===== config.mk =====
export PLATFORM = sky130hd
export DESIGN_NAME = micf_top
export DESIGN_NICKNAME = d
export VERILOG_FILES = /design/src/rtl/micf_pkg.sv /design/src/rtl/micf_arb_if.sv /design/src/rtl/micf_top.sv /design/src/rtl/micf_req_sync.sv /design/src/rtl/micf_arbiter.sv
export SDC_FILE = /design/constraint.sdc
export NUM_CORES = 1
export LEC_CHECK = 0
export BUFFER_PORTS_ARGS = -buffer_cell sky130_fd_sc_hd__buf_2
export CAP_MARGIN = 20
export CORE_UTILIZATION = 60
export CTS_CLUSTER_SIZE = 40
export DETAILED_ROUTE_END_ITERATION = 12
export PLACE_DENSITY = 0.9
export RECOVER_POWER = 50
export SETUP_SLACK_MARGIN = 0.3
export SLEW_MARGIN = 15
export SYNTH_ARGS = -nofsm -noshare
export SYNTH_HDL_FRONTEND = slang
export SYNTH_SLANG_ARGS = --single-unit

===== constraint.sdc =====
create_clock -name REF_CLK -period 33 [get_ports REF_CLK]
set_input_delay 1.65 -clock REF_CLK [delete_from_list [all_inputs] [get_ports REF_CLK]]
set_output_delay 1.65 -clock REF_CLK [all_outputs]
set_load 0.05 [all_outputs]

===== src/rtl/micf_pkg.sv =====
package micf_pkg;
  // ---------------------------------------------------------------
  // source count and control byte layout
  // ---------------------------------------------------------------
  localparam int NSRC = 25;
  localparam int ID_W = 5;
  localparam int ADDR_W = 12;
  localparam int IF_BIT = 7;
  localparam int MK_BIT = 6;
  localparam int ISM_BIT = 5;
  localparam int CSE_BIT = 4;
  localparam int PR_HI_BIT = 1;
  localparam int PR_LO_BIT = 0;
  localparam logic [1:0] PR_RST = 2'h3;
  localparam logic IF_RST = 1'b0;
  localparam logic MK_RST = 1'b1;
  localparam logic ISM_RST = 1'b0;
  localparam logic CSE_RST = 1'b0;
  // sources 14 and 18 (serial error requests) have no macro service select
  localparam logic [NSRC-1:0] ISM_PRESENT = 25'h1FBBFFF;
  localparam int MASK_LO_W = 16;
  localparam int MASK_HI_W = NSRC - MASK_LO_W;

  // ---------------------------------------------------------------
  // byte offsets on the register bus
  // ---------------------------------------------------------------
  localparam logic [ADDR_W-1:0] CTRL_BASE_OFS = 12'h000;
  localparam logic [ADDR_W-1:0] CTRL_LAST_OFS = 12'h060;
  localparam logic [ADDR_W-1:0] MASK_LO_OFS = 12'h080;
  localparam logic [ADDR_W-1:0] MASK_HI_OFS = 12'h084;
  localparam logic [ADDR_W-1:0] EV_STAT_OFS = 12'h090;
  localparam logic [ADDR_W-1:0] EV_CLR_OFS = 12'h094;
  localparam logic [ADDR_W-1:0] EV_EN_OFS = 12'h098;
  localparam logic [ADDR_W-1:0] SVC_STAT_OFS = 12'h09C;

  // ---------------------------------------------------------------
  // event status bits
  // ---------------------------------------------------------------
  localparam int EV_W = 2;
  localparam int EV_ACK_BIT = 0;
  localparam int EV_MEND_BIT = 1;
  localparam logic [EV_W-1:0] EV_RST = 2'h0;

  // ---------------------------------------------------------------
  // service status word layout
  // ---------------------------------------------------------------
  localparam int SVC_VALID_BIT = 31;
  localparam int SVC_MACRO_BIT = 9;
  localparam int SVC_CTX_BIT = 8;
  localparam int SVC_LVL_LSB = 5;
  localparam int SVC_ID_LSB = 0;
endpackage : micf_pkg


===== src/rtl/micf_arb_if.sv =====
interface micf_arb_if
  import micf_pkg::*;
  ();
  logic [NSRC-1:0] elig;
  logic [NSRC-1:0][1:0] lvl;
  logic win_valid;
  logic [ID_W-1:0] win_id;
  logic [1:0] win_lvl;

  modport req (output elig, output lvl, input win_valid, input win_id, input win_lvl);
  modport arb (input elig, input lvl, output win_valid, output win_id, output win_lvl);
endinterface : micf_arb_if


===== src/rtl/micf_top.sv =====
// How it works
// - one control byte per each of 25 sources
// - two-bit level per source, level 0 highest
// - equal levels resolve by fixed rank 0 first
// - level bits writable, reset to lowest level
// - context select tells core to switch bank
// - macro select picks hardware transfer servicing
// - macro end clears that source's macro select
// - macro select resets clear, software writable
// - set mask blocks vectored and macro requests
// - mask untouched by service, mirrored in mask registers
// - mask writable, reset sets every mask
// - request flag set by request, cleared on acknowledge
//
// Design decisions made here: the register addresses and the AHB-Lite interface to the registers.
module micf_top
  import micf_pkg::*;
(
  input wire logic REF_CLK, // system clock, 10 MHz
  input wire logic ARST_N, // async reset, active low
  input wire logic HSEL, // ahb slave select
  input wire logic [ADDR_W-1:0] HADDR, // ahb byte address
  input wire logic [1:0] HTRANS, // ahb transfer type
  input wire logic HWRITE, // ahb write strobe
  input wire logic [2:0] HSIZE, // ahb transfer size
  input wire logic [31:0] HWDATA, // ahb write data
  input wire logic HREADY, // ahb bus ready
  output logic HREADYOUT, // ahb slave ready
  output logic HRESP, // ahb response, always okay
  output logic [31:0] HRDATA, // ahb read data
  input wire logic [NSRC-1:0] SRC_REQ, // peripheral and pin requests
  output logic INT_VALID, // a request awaits acknowledge
  output logic [ID_W-1:0] INT_ID, // rank of the offered source
  output logic [1:0] INT_LEVEL, // its programmed level
  output logic INT_MACRO, // service by macro transfer
  output logic INT_CTX, // service by context switching
  input wire logic INT_ACK, // core takes the offered request
  input wire logic MACRO_END, // macro counter of a source hit zero
  input wire logic [ID_W-1:0] MACRO_END_ID, // source whose macro ended
  output logic IRQ // event interrupt, level
);
  // ---------------------------------------------------------------
  // declarations
  // ---------------------------------------------------------------
  logic [NSRC-1:0] if_q;
  logic [NSRC-1:0] mk_q;
  logic [NSRC-1:0] ism_q;
  logic [NSRC-1:0] cse_q;
  logic [NSRC-1:0][1:0] pr_q;
  logic [NSRC-1:0] req_rise;
  logic ap_wr_q;
  logic [ADDR_W-1:0] ap_addr_q;
  logic ap_take;
  logic dp_wr;
  logic [31:0] rdata_q;
  logic [EV_W-1:0] ev_stat_q;
  logic [EV_W-1:0] ev_en_q;
  logic [EV_W-1:0] ev_set;
  logic valid_q;
  logic [ID_W-1:0] id_q;
  logic [1:0] lvl_q;
  logic macro_q;
  logic ctx_q;
  logic ack_take;

  micf_arb_if arb_bus ();

  // ---------------------------------------------------------------
  // helpers
  // ---------------------------------------------------------------
  function automatic logic ctrl_hit(input logic [ADDR_W-1:0] a);
    return (a >= CTRL_BASE_OFS) && (a <= CTRL_LAST_OFS) && (a[1:0] == 2'h0);
  endfunction : ctrl_hit

  function automatic logic [ID_W-1:0] ctrl_idx(input logic [ADDR_W-1:0] a);
    logic [ADDR_W-1:0] d;
    d = (a - CTRL_BASE_OFS) >> 2;
    return d[ID_W-1:0];
  endfunction : ctrl_idx

  function automatic logic [7:0] ctrl_byte(input int i, input logic fi, input logic fm,
                                           input logic fs, input logic fc,
                                           input logic [1:0] fp);
    logic [7:0] b;
    b = 8'h00;
    b[IF_BIT] = fi;
    b[MK_BIT] = fm;
    b[ISM_BIT] = fs & ISM_PRESENT[i];
    b[CSE_BIT] = fc;
    b[PR_HI_BIT] = fp[1];
    b[PR_LO_BIT] = fp[0];
    return b;
  endfunction : ctrl_byte

  // ---------------------------------------------------------------
  // request capture
  // ---------------------------------------------------------------
  micf_req_sync #(
    .W(NSRC)
  ) u_sync (
    .clk(REF_CLK),
    .arst_n(ARST_N),
    .req_in(SRC_REQ),
    .req_rise(req_rise)
  );

  // ---------------------------------------------------------------
  // ahb-lite slave, zero wait states
  // ---------------------------------------------------------------
  assign ap_take = HSEL && HTRANS[1] && HREADY;
  assign dp_wr = ap_wr_q;
  assign HREADYOUT = 1'b1;
  assign HRESP = 1'b0;
  assign HRDATA = rdata_q;

  always_ff @(posedge REF_CLK or negedge ARST_N) begin
    if (!ARST_N) begin
      ap_wr_q <= 1'b0;
      ap_addr_q <= '0;
    end else begin
      ap_wr_q <= ap_take && HWRITE;
      if (ap_take) begin
        ap_addr_q <= HADDR;
      end
    end
  end

  // read data is sampled at the address phase, so a write in the
  // preceding data phase is not yet visible to a read right behind it
  always_ff @(posedge REF_CLK or negedge ARST_N) begin
    if (!ARST_N) begin
      rdata_q <= '0;
    end else if (ap_take && !HWRITE) begin
      rdata_q <= '0;
      if (ctrl_hit(HADDR)) begin
        for (int i = 0; i < NSRC; i++) begin
          if (ctrl_idx(HADDR) == ID_W'(i)) begin
            rdata_q[7:0] <= ctrl_byte(i, if_q[i], mk_q[i], ism_q[i], cse_q[i], pr_q[i]);
          end
        end
      end else if (HADDR == MASK_LO_OFS) begin
        rdata_q[MASK_LO_W-1:0] <= mk_q[MASK_LO_W-1:0];
      end else if (HADDR == MASK_HI_OFS) begin
        rdata_q[MASK_HI_W-1:0] <= mk_q[NSRC-1:MASK_LO_W];
      end else if (HADDR == EV_STAT_OFS) begin
        rdata_q[EV_W-1:0] <= ev_stat_q;
      end else if (HADDR == EV_EN_OFS) begin
        rdata_q[EV_W-1:0] <= ev_en_q;
      end else if (HADDR == SVC_STAT_OFS) begin
        rdata_q[SVC_VALID_BIT] <= valid_q;
        rdata_q[SVC_MACRO_BIT] <= macro_q;
        rdata_q[SVC_CTX_BIT] <= ctx_q;
        rdata_q[SVC_LVL_LSB +: 2] <= lvl_q;
        rdata_q[SVC_ID_LSB +: ID_W] <= id_q;
      end
    end
  end

  // ---------------------------------------------------------------
  // request flags
  // ---------------------------------------------------------------
  assign ack_take = INT_ACK && valid_q;

  always_ff @(posedge REF_CLK or negedge ARST_N) begin
    if (!ARST_N) begin
      if_q <= {NSRC{IF_RST}};
    end else begin
      for (int i = 0; i < NSRC; i++) begin
        if (req_rise[i]) begin
          if_q[i] <= 1'b1;
        end else if (dp_wr && ctrl_hit(ap_addr_q) && ctrl_idx(ap_addr_q) == ID_W'(i)) begin
          if_q[i] <= HWDATA[IF_BIT];
        end else if (ack_take && id_q == ID_W'(i)) begin
          if_q[i] <= 1'b0;
        end
      end
    end
  end

  // ---------------------------------------------------------------
  // mask flags, one store shared by control bytes and mask words
  // ---------------------------------------------------------------
  always_ff @(posedge REF_CLK or negedge ARST_N) begin
    if (!ARST_N) begin
      mk_q <= {NSRC{MK_RST}};
    end else if (dp_wr) begin
      if (ap_addr_q == MASK_LO_OFS) begin
        mk_q[MASK_LO_W-1:0] <= HWDATA[MASK_LO_W-1:0];
      end else if (ap_addr_q == MASK_HI_OFS) begin
        mk_q[NSRC-1:MASK_LO_W] <= HWDATA[MASK_HI_W-1:0];
      end else if (ctrl_hit(ap_addr_q)) begin
        for (int i = 0; i < NSRC; i++) begin
          if (ctrl_idx(ap_addr_q) == ID_W'(i)) begin
            mk_q[i] <= HWDATA[MK_BIT];
          end
        end
      end
    end
  end

  // ---------------------------------------------------------------
  // macro service select
  // ---------------------------------------------------------------
  // a software write in the same cycle as a macro end takes precedence
  always_ff @(posedge REF_CLK or negedge ARST_N) begin
    if (!ARST_N) begin
      ism_q <= {NSRC{ISM_RST}};
    end else begin
      for (int i = 0; i < NSRC; i++) begin
        if (dp_wr && ctrl_hit(ap_addr_q) && ctrl_idx(ap_addr_q) == ID_W'(i)) begin
          ism_q[i] <= HWDATA[ISM_BIT] & ISM_PRESENT[i];
        end else if (MACRO_END && MACRO_END_ID == ID_W'(i)) begin
          ism_q[i] <= 1'b0;
        end
      end
    end
  end

  // ---------------------------------------------------------------
  // context select and level bits
  // ---------------------------------------------------------------
  always_ff @(posedge REF_CLK or negedge ARST_N) begin
    if (!ARST_N) begin
      cse_q <= {NSRC{CSE_RST}};
      pr_q <= {NSRC{PR_RST}};
    end else if (dp_wr && ctrl_hit(ap_addr_q)) begin
      for (int i = 0; i < NSRC; i++) begin
        if (ctrl_idx(ap_addr_q) == ID_W'(i)) begin
          cse_q[i] <= HWDATA[CSE_BIT];
          pr_q[i] <= {HWDATA[PR_HI_BIT], HWDATA[PR_LO_BIT]};
        end
      end
    end
  end

  // ---------------------------------------------------------------
  // selection
  // ---------------------------------------------------------------
  assign arb_bus.elig = if_q & ~mk_q;
  assign arb_bus.lvl = pr_q;

  micf_arbiter u_arb (
    .arb(arb_bus.arb)
  );

  // offer is registered; the cycle after an acknowledge shows no offer so
  // the core never sees the old winner while its flag is clearing
  always_ff @(posedge REF_CLK or negedge ARST_N) begin
    if (!ARST_N) begin
      valid_q <= 1'b0;
      id_q <= '0;
      lvl_q <= PR_RST;
      macro_q <= 1'b0;
      ctx_q <= 1'b0;
    end else begin
      valid_q <= arb_bus.win_valid && !ack_take;
      id_q <= arb_bus.win_id;
      lvl_q <= arb_bus.win_lvl;
      macro_q <= ism_q[arb_bus.win_id];
      ctx_q <= cse_q[arb_bus.win_id] && !ism_q[arb_bus.win_id];
    end
  end

  assign INT_VALID = valid_q;
  assign INT_ID = id_q;
  assign INT_LEVEL = lvl_q;
  assign INT_MACRO = macro_q;
  assign INT_CTX = ctx_q;

  // ---------------------------------------------------------------
  // event interrupt
  // ---------------------------------------------------------------
  assign ev_set = {MACRO_END, ack_take};

  always_ff @(posedge REF_CLK or negedge ARST_N) begin
    if (!ARST_N) begin
      ev_stat_q <= EV_RST;
    end else if (dp_wr && ap_addr_q == EV_CLR_OFS) begin
      ev_stat_q <= (ev_stat_q & ~HWDATA[EV_W-1:0]) | ev_set;
    end else begin
      ev_stat_q <= ev_stat_q | ev_set;
    end
  end

  always_ff @(posedge REF_CLK or negedge ARST_N) begin
    if (!ARST_N) begin
      ev_en_q <= EV_RST;
    end else if (dp_wr && ap_addr_q == EV_EN_OFS) begin
      ev_en_q <= HWDATA[EV_W-1:0];
    end
  end

  assign IRQ = |(ev_stat_q & ev_en_q);
endmodule : micf_top


===== src/rtl/micf_req_sync.sv =====
module micf_req_sync
  import micf_pkg::*;
#(
  parameter int W = NSRC
) (
  input wire logic clk, // system clock
  input wire logic arst_n, // async reset, active low
  input wire logic [W-1:0] req_in, // raw request lines
  output logic [W-1:0] req_rise // one-cycle pulse per rising edge
);
  logic [W-1:0] s1_q;
  logic [W-1:0] s2_q;
  logic [W-1:0] s3_q;

  // ---------------------------------------------------------------
  // two-stage synchroniser, edge taken after the second stage
  // ---------------------------------------------------------------
  always_ff @(posedge clk or negedge arst_n) begin
    if (!arst_n) begin
      s1_q <= '0;
      s2_q <= '0;
      s3_q <= '0;
    end else begin
      s1_q <= req_in;
      s2_q <= s1_q;
      s3_q <= s2_q;
    end
  end

  // a held line counts once; it must drop before it can request again
  assign req_rise = s2_q & ~s3_q;
endmodule : micf_req_sync


===== src/rtl/micf_arbiter.sv =====
module micf_arbiter
  import micf_pkg::*;
(
  micf_arb_if.arb arb // eligible requests in, winner out
);
  // ---------------------------------------------------------------
  // lowest level wins, ties go to the lowest default rank
  // ---------------------------------------------------------------
  always_comb begin
    arb.win_valid = 1'b0;
    arb.win_id = '0;
    arb.win_lvl = PR_RST;
    // scanning downward with <= lets lower ranks take over equal levels
    for (int i = NSRC - 1; i >= 0; i--) begin
      if (arb.elig[i] && (!arb.win_valid || arb.lvl[i] <= arb.win_lvl)) begin
        arb.win_valid = 1'b1;
        arb.win_id = ID_W'(i);
        arb.win_lvl = arb.lvl[i];
      end
    end
  end
endmodule : micf_arbiter


==> results of run 1 <==
## routing by layer
metal  share of wire, %  vias up  GRT usage (%)
li1                   -     6317              -
met1                 35     7151           51.1
met2                 43     1307           61.0
met3                 14      351           12.3
met4                7.6        2           27.2
met5              0.042        -              0
## layout make-up
| cell class | count | area (um2) | area share [%] |
|---|---|---|---|
| inverter | 85 | 322 | 1.83 |
| multi-input combinational | 1265 | 8290 | 47.2 |
| clock buffer | 31 | 743 | 4.23 |
| sequential | 267 | 6780 | 38.5 |
| tap | 330 | 413 | 2.35 |
| timing repair buffer | 133 | 777 | 4.42 |
| antenna | 2 | 5.00 | 0.0285 |
| clock inverter | 21 | 255 | 1.45 |
## cell usage after synthesis (8+ instances only)
| master | instances | area share (%) |
|---|---|---|
| nor2_1 | 93 | 2.2 |
| o22ai_1 | 29 | 1.2 |
| dfrtp_1 | 190 | 30 |
| dfstp_2 | 77 | 13 |
| o221ai_1 | 30 | 1.7 |
| o211ai_1 | 13 | 0.62 |
| nor3_1 | 23 | 0.74 |
| nor2b_1 | 48 | 1.9 |
| mux2i_1 | 27 | 1.7 |
| buf_1 | 10 | 0.24 |
| nand2b_1 | 33 | 1.3 |
| o21ai_0 | 189 | 6.1 |
| nand2_1 | 237 | 5.7 |
| a22oi_1 | 11 | 0.53 |
| inv_1 | 81 | 1.9 |
| mux4_2 | 9 | 1.3 |
| mux2_2 | 70 | 5.0 |
| a211oi_1 | 10 | 0.48 |
| and2_1 | 11 | 0.44 |
| a222oi_1 | 9 | 0.58 |
| or2_2 | 11 | 0.44 |
| a31oi_1 | 17 | 0.68 |
| clkbuf_1 | 57 | 1.4 |
| a21o_1 | 8 | 0.38 |
| o21a_1 | 16 | 0.77 |
| nand3_1 | 51 | 1.6 |
| nand3b_1 | 11 | 0.53 |
| buf_4 | 18 | 0.87 |
| a21oi_1 | 104 | 3.3 |
| ha_1 | 48 | 3.8 |
| o31ai_1 | 11 | 0.53 |
## cell families after synthesis
kind of cell / Yosys count / share of synthesized area (%)
compound gates: 528 / 22.1
fa+ha+maj: 48 / 3.85
buf+inv: 176 / 4.85
flops: 267 / 43.4
mux: 108 / 8.22
other cells: 2 / 0.0481
simple gates: 564 / 17.5
## power by group
| part | switching (W) | internal [W] | leakage, nW | total (W) |
|---|---|---|---|---|
| Clock | 0.000149 | 0.000198 | 0.481 | 0.000346 |
| Sequential | 0.0000204 | 0.000346 | 3.09 | 0.000366 |
| Combinational | 0.000152 | 0.0000737 | 4.07 | 0.000225 |
| Total | 0.000321 | 0.000617 | 7.63 | 0.000938 |
## flip-flops by register name, summed over array words and instances (netlist names), 2 cells and up
signal,count
arb_bus.lvl,50
cse_q,25
if_q,25
mk_q,25
u_sync.s1_q,25
u_sync.s2_q,25
u_sync.s3_q,25
ism_q,23
HRDATA,17
ap_addr_q,12
INT_ID,5
INT_LEVEL,2
ev_en_q,2
ev_stat_q,2
## what timing repair did
item / 4_1_cts / 5_1_grt
gates cloned: 0 / 0
resized for setup: 5 / 46
setup endpoints to repair: 2 / 9
setup buffers: 0 / 14
pin swaps: 0 / 8
## final timing paths
path / slack, ns / depth (start not counted) / end / from
min in group asynchronous: 3.12 / 1 / u_sync.s1_q[21]$_DFF_PN0_ / ARST_N
worst max-delay path: 2.10 / 167 / INT_MACRO$_DFF_PN0_ / mk_q[24]$_DFFE_PN1P_
worst min-delay path: 0.35 / 0 / u_sync.s2_q[2]$_DFF_PN0_ / u_sync.s1_q[2]$_DFF_PN0_
worst max register to register: 2.10 / 167 / INT_MACRO$_DFF_PN0_ / mk_q[24]$_DFFE_PN1P_
max in group asynchronous: 24.01 / 3 / ism_q[3]$_DFFE_PN0P_ / ARST_N
worst min register to register: 0.35 / 0 / u_sync.s2_q[2]$_DFF_PN0_ / u_sync.s1_q[2]$_DFF_PN0_
## stage by stage
| stage | hold slack [ns] | power [W] | util [%] | cells | TNS, ns |
|---|---|---|---|---|---|
| after floorplan | 0.331 | 0.000508 | - | 1708 | 0 |
| after global placement | 0.331 | 0.000568 | 64.3 | 2061 | 0 |
| after detailed placement | 0.335 | 0.000574 | 64.4 | 2063 | -0.0754 |
| after CTS | 0.354 | 0.000917 | 68.4 | 2115 | 0 |
| after global routing | 0.358 | 0.000966 | 69.4 | 2132 | 0 |
| final | 0.352 | 0.000938 | 69.4 | 2134 | 0 |
## worst max-delay path: cells and delay by family, from the launching register on
| kind | cells | cell delay, ns |
|---|---|---|
| compound gates | 76 | 12.53 |
| fa+ha+maj | 24 | 6.75 |
| buf+inv | 9 | 1.00 |
| flops | 1 | 0.61 |
| mux | 6 | 2.25 |
| simple gates | 52 | 7.58 |
==> key figures, run 1 <==
Drt
  – TritonRoute pass-1 iters: 7
  – Via count: 15,128
  – Via density: 7.09
  – WL per Instance: 25.5 um
  – Final wirelength: 54,500 um
  – Initial drt markers: 2,060
  – ANT nets after route: 0
  – DRC: 0

Place
  – Placed Area: 16,300 um2
  – DP Worst Slack: -0.0469 ns
  – I/O Buffers: 93
  – DP HPWL: 36,800 um
  – RePlAce Congestion: 1.01

Logic synthesis
  – Yosys reg bits: 267
  – EDFF count, synth: 0
  – Async set or reset register ratio after synthesis: 100%
  – Synthesized area per cell: 9.22 um2
  – Ys flop type: dfrtp_1
  – Sequential area share after synthesis: 43.4%
  – Synth cell types: 91
  – Syn Inst Count: 1,693
  – Post-Syn Area: 15,600 um2
  – Warnings, synthesis: 0

GRT
  – Total Routing Usage GR: 40.8%
  – Largest net degree at the start of global routing: 107
  – Vias in the first global route: 14,578
  – Initial antenna violation count: 1
  – Remaining Overflow, GRT: 0
  – First-pass GRT wire length: 82,000 um

STA
  – RSZ-0062 raised after global routing: false
  – Crit path time final: 30.90 ns
  – Clock skew: 0.0176 ns
  – Worst slew margin: -272%
  – Fin. Hold Viols: 0
  – Slew @ Worst Pin: 5.58 ns
  – Period utilisation layout: 93.6%
  – Slew Limit Fails: 222
  – Fmax: 0.0324 GHz
  – PnR worst setup slack: 2.10 ns
  – Setup violators final: 0

CTS
  – Hold_buf cts: 0
  – Total CTS buffers: 28
  – CTS H-Tree Depth: 1
  – Clock-pin slew on the worst setup and hold paths: 0.07 ns
  – Skew-Pair Late Insertion Delay: 0.56 ns
  – CTS tree: done
  – CTS root buffer: clkbuf_16
  – Max Buffers Root-to-Sink: 3
  – Clk sink count: 267

Floorplanning
  – Die H: 163 um
  – Starting Density: 61.7%
  – Die Width: 163 um
  – Core Rows: 58
  – Core Region: 25,300 um2
  – Die ar.: 26,700 um2
  – I/O pin count: 131

Finish
  – Layout cell share with drive strength beyond 1: 22.2%
  – Most frequent cells in the layout: nand2_1, dfrtp_1, o21ai_0
  – Filler cells: 1,740
  – Area Growth Syn to Fin: 12.6%
  – Final Cell Area: 17,600 um2
  – Most common cell after layout, fill and taps aside: nand2_1
  – Nets: 1,914

Power and ir drop
  – Static leakage: 7.63 nW
  – Peak VDD IR: 0.0000613 V
  – Pwr dens: 53.3 nW/um2

Job
  – Number of max-cap violations: 5

Outcome
  – Status: complete, but fails checks
  – Violated checks: max-capacitance violations, max-slew violations

Worst setup path
  – Worst setup path category: reg -> reg
  – Most frequent cell on the critical path: ha_1
  – CP startpoint kind: register
  – Slowest stage delay, CP: 0.61 ns
  – CP max-delay cell: dfstp_2
  – CP Data Required Time: 33.42 ns
  – Worst Path Max Fanout: 11
  – Worst EP arrival: 31.32 ns
  – CP endpoint kind: register

Hold path
  – Tightest Hold Check Type: reg -> reg
(Power assumes the default switching activity.)
==> run 2, diff against run 1 <==
- CELL_PAD_IN_SITES_DETAIL_PLACEMENT: default -> 1
- CELL_PAD_IN_SITES_GLOBAL_PLACEMENT: default -> 1
- CORE_UTILIZATION: 60 -> 47
- PLACE_DENSITY: 0.9 -> 0.91
==> run 2 against run 1 <==
  * Core utilization down 14 points
  * Routed wire length up 27%
  * Critical path type unchanged
  * Sequential share of layout area down 1.1 points
  * Via count up 6.2%
  * Sequential cell count unchanged
  * Setup slack worse by 0.47 ns
  * Maximum frequency down 1.5%
  * Clock power up 13%
  * The run still ends with max-capacitance violations, max-slew violations left
==> key figures, run 2 (synthesis gave the netlist of run 1 again) <==
Outcome
  – Status: complete, but fails checks
  – Violated checks: max-capacitance violations, max-slew violations

CTS
  – Clock-pin slew on the worst setup and hold paths: 0.07 ns (about the same)
  – Total CTS buffers: 30 (+7.1%)
  – Skew-Pair Late Insertion Delay: 0.59 ns (+0.03 ns)
  – CTS root buffer: clkbuf_16
  – Max Buffers Root-to-Sink: 3 (unchanged)
  – CTS tree: done
  – CTS H-Tree Depth: 1 (unchanged)
  – Clk sink count: 267 (unchanged)

Worst setup path
  – Worst Path Max Fanout: 11 (unchanged)
  – CP endpoint kind: register
  – Slowest stage delay, CP: 0.63 ns (+0.02 ns)
  – Worst EP arrival: 31.83 ns (+0.51 ns)
  – CP Data Required Time: 33.45 ns (+0.03 ns)
  – CP startpoint kind: register
  – CP max-delay cell: dfstp_2
  – Most frequent cell on the critical path: ha_1
  – Worst setup path category: reg -> reg

Drt
  – DRC: 0 (unchanged)
  – ANT nets after route: 0 (unchanged)
  – Final wirelength: 69,300 um (+27%)
  – Via count: 16,073 (+6.2%)
  – Via density: 7.07 (-0.29%)
  – WL per Instance: 30.5 um (+19%)
  – TritonRoute pass-1 iters: 8 (+1)
  – Initial drt markers: 1,900 (-7.8%)

Finish
  – Filler cells: 3,639 (+110%)
  – Final Cell Area: 18,100 um2 (+2.9%)
  – Most frequent cells in the layout: nand2_1, dfrtp_1, o21ai_0
  – Nets: 1,939 (+1.3%)
  – Area Growth Syn to Fin: 15.8%
  – Biggest register: arb_bus.lvl
  – Largest register FFs: 50 (unchanged)
  – Most common cell after layout, fill and taps aside: nand2_1
  – Layout cell share with drive strength beyond 1: 24.1% (+1.9 points)

STA
  – Setup violators final: 0 (unchanged)
  – Setup tns final: 0 ns (unchanged)
  – Crit path time final: 31.37 ns (+0.472 ns)
  – Slew Limit Fails: 317 (+43%)
  – Fmax: 0.0319 GHz (-1.5%)
  – Clock skew: 0.0253 ns (+0.00770 ns)
  – Worst slew margin: -294% (-22 points)
  – Slew @ Worst Pin: 5.91 ns (+0.328 ns)
  – Period utilisation layout: 95.1% (+1.4 points)
  – PnR worst setup slack: 1.63 ns (-0.472 ns)
  – Fin. Hold Viols: 0 (unchanged)

Floorplanning
  – Die ar.: 34,000 um2 (+27%)
  – Die Width: 184 um (+13%)
  – Die H: 184 um (+13%)
  – Core Rows: 66 (+14%)
  – Core Region: 32,600 um2 (+29%)
  – Starting Density: 47.9% (-14 points)
  – I/O pin count: 131 (unchanged)

Place
  – DP Worst Slack: -1.20 ns (-1.15 ns)
  – I/O Buffers: 93 (unchanged)
  – Placed Area: 16,600 um2 (+1.7%)
  – DP HPWL: 44,800 um (+22%)
  – RePlAce Congestion: 0.986 (-2.6%)

Hold path
  – Tightest Hold Check Type: reg -> reg

Power and ir drop
  – Peak VDD IR: 0.0000577 V (-5.9%)
  – Pwr dens: 56.1 nW/um2 (+5.2%)
  – Static leakage: 7.80 nW (+2.2%)
  – Tot Pwr: 0.00101 W (+8.2%)

GRT
  – Largest net degree at the start of global routing: 113 (+5.6%)
  – First-pass GRT wire length: 103,000 um (+26%)
  – Vias in the first global route: 16,882 (+16%)
  – Initial antenna violation count: 2 (+1)
  – Total Routing Usage GR: 40.7% (-0.077 points)
  – Remaining Overflow, GRT: 0 (unchanged)

Job
  – Number of max-cap violations: 6 (+1)
==> run 2: changes by cell type in the layout (fill, tap and decap cells not counted), sizes merged <==
| cell | delta |
|---|---|
| buf | +23 |
| bufinv | +4 |
| clkbuf | +5 |
| clkinv | +1 |
| clkinvlp | +1 |
| diode | +1 |
| inv | -7 |
==> run 2: worst max-delay path, delay by kind of cell, from the launching register on <==
family	cells	cell delay, ns
compound gates	73	12.15
simple gates	58	8.43
fa+ha+maj	24	6.63
mux	6	2.25
buf+inv	8	1.09
flops	1	0.63
==> run 2: power breakdown <==
| part | total (W) | internal, W | switching [W] |
|---|---|---|---|
| Combinational | 0.000255 | 0.0000817 | 0.000173 |
| Sequential | 0.000369 | 0.000346 | 0.0000230 |
| Clock | 0.000391 | 0.000236 | 0.000155 |
| Total | 0.00101 | 0.000663 | 0.000351 |
==> run 2: area by class of cell <==
class	count	area (um2)	area share, %
diodes	3	7.51	0.0415
clock buffers	36	793	4.38
clock inverters	20	343	1.89
inverters	85	322	1.78
multi-input cells	1265	8370	46.3
flip-flops and latches	267	6780	37.5
well taps	442	553	3.06
repair buffers	156	925	5.11
==> run 2: worst paths after layout <==
| check | cells after the start | startpoint | slack, ns | end |
|---|---|---|---|---|
| min reg2reg | 0 | u_sync.s1_q[17]$_DFF_PN0_ | 0.34 | u_sync.s2_q[17]$_DFF_PN0_ |
| max in group asynchronous | 3 | ARST_N | 23.15 | ism_q[4]$_DFFE_PN0P_ |
| min in group asynchronous | 1 | ARST_N | 3.26 | u_sync.s1_q[16]$_DFF_PN0_ |
| min | 0 | u_sync.s1_q[17]$_DFF_PN0_ | 0.34 | u_sync.s2_q[17]$_DFF_PN0_ |
| max reg2reg | 169 | mk_q[24]$_DFFE_PN1P_ | 1.63 | INT_CTX$_DFF_PN0_ |
| max | 169 | mk_q[24]$_DFFE_PN1P_ | 1.63 | INT_CTX$_DFF_PN0_ |
==> run 2: repair_timing <==
action                                  CTS  global route
endpoints found under the setup margin    9             9
endpoints found under the hold margin     0             0
hold buffers                              0             0
setup buffers                             4            18
resized for setup                        20            53
pin swaps                                 4            14
==> run 2: per-stage QoR <==
stage	hold WS, ns	utilization, %	cells
4_1_cts	0.343	54.5	2253
2_1_floorplan	0.331	-	1708
3_3_place_gp	0.331	50.8	2193
5_1_grt	0.362	55.5	2272
3_5_place_dp	0.336	50.8	2193
6_report	0.342	55.5	2274
==> run 2: routing by layer <==
metal / part of all wire [%] / global-route usage, % / up-vias
li1: - / - / 6354
met1: 35 / 47.4 / 7872
met2: 45 / 64.1 / 1346
met3: 12 / 12.8 / 501
met4: 8.1 / 28.2 / 0
met5: 0 / 0.296 / -
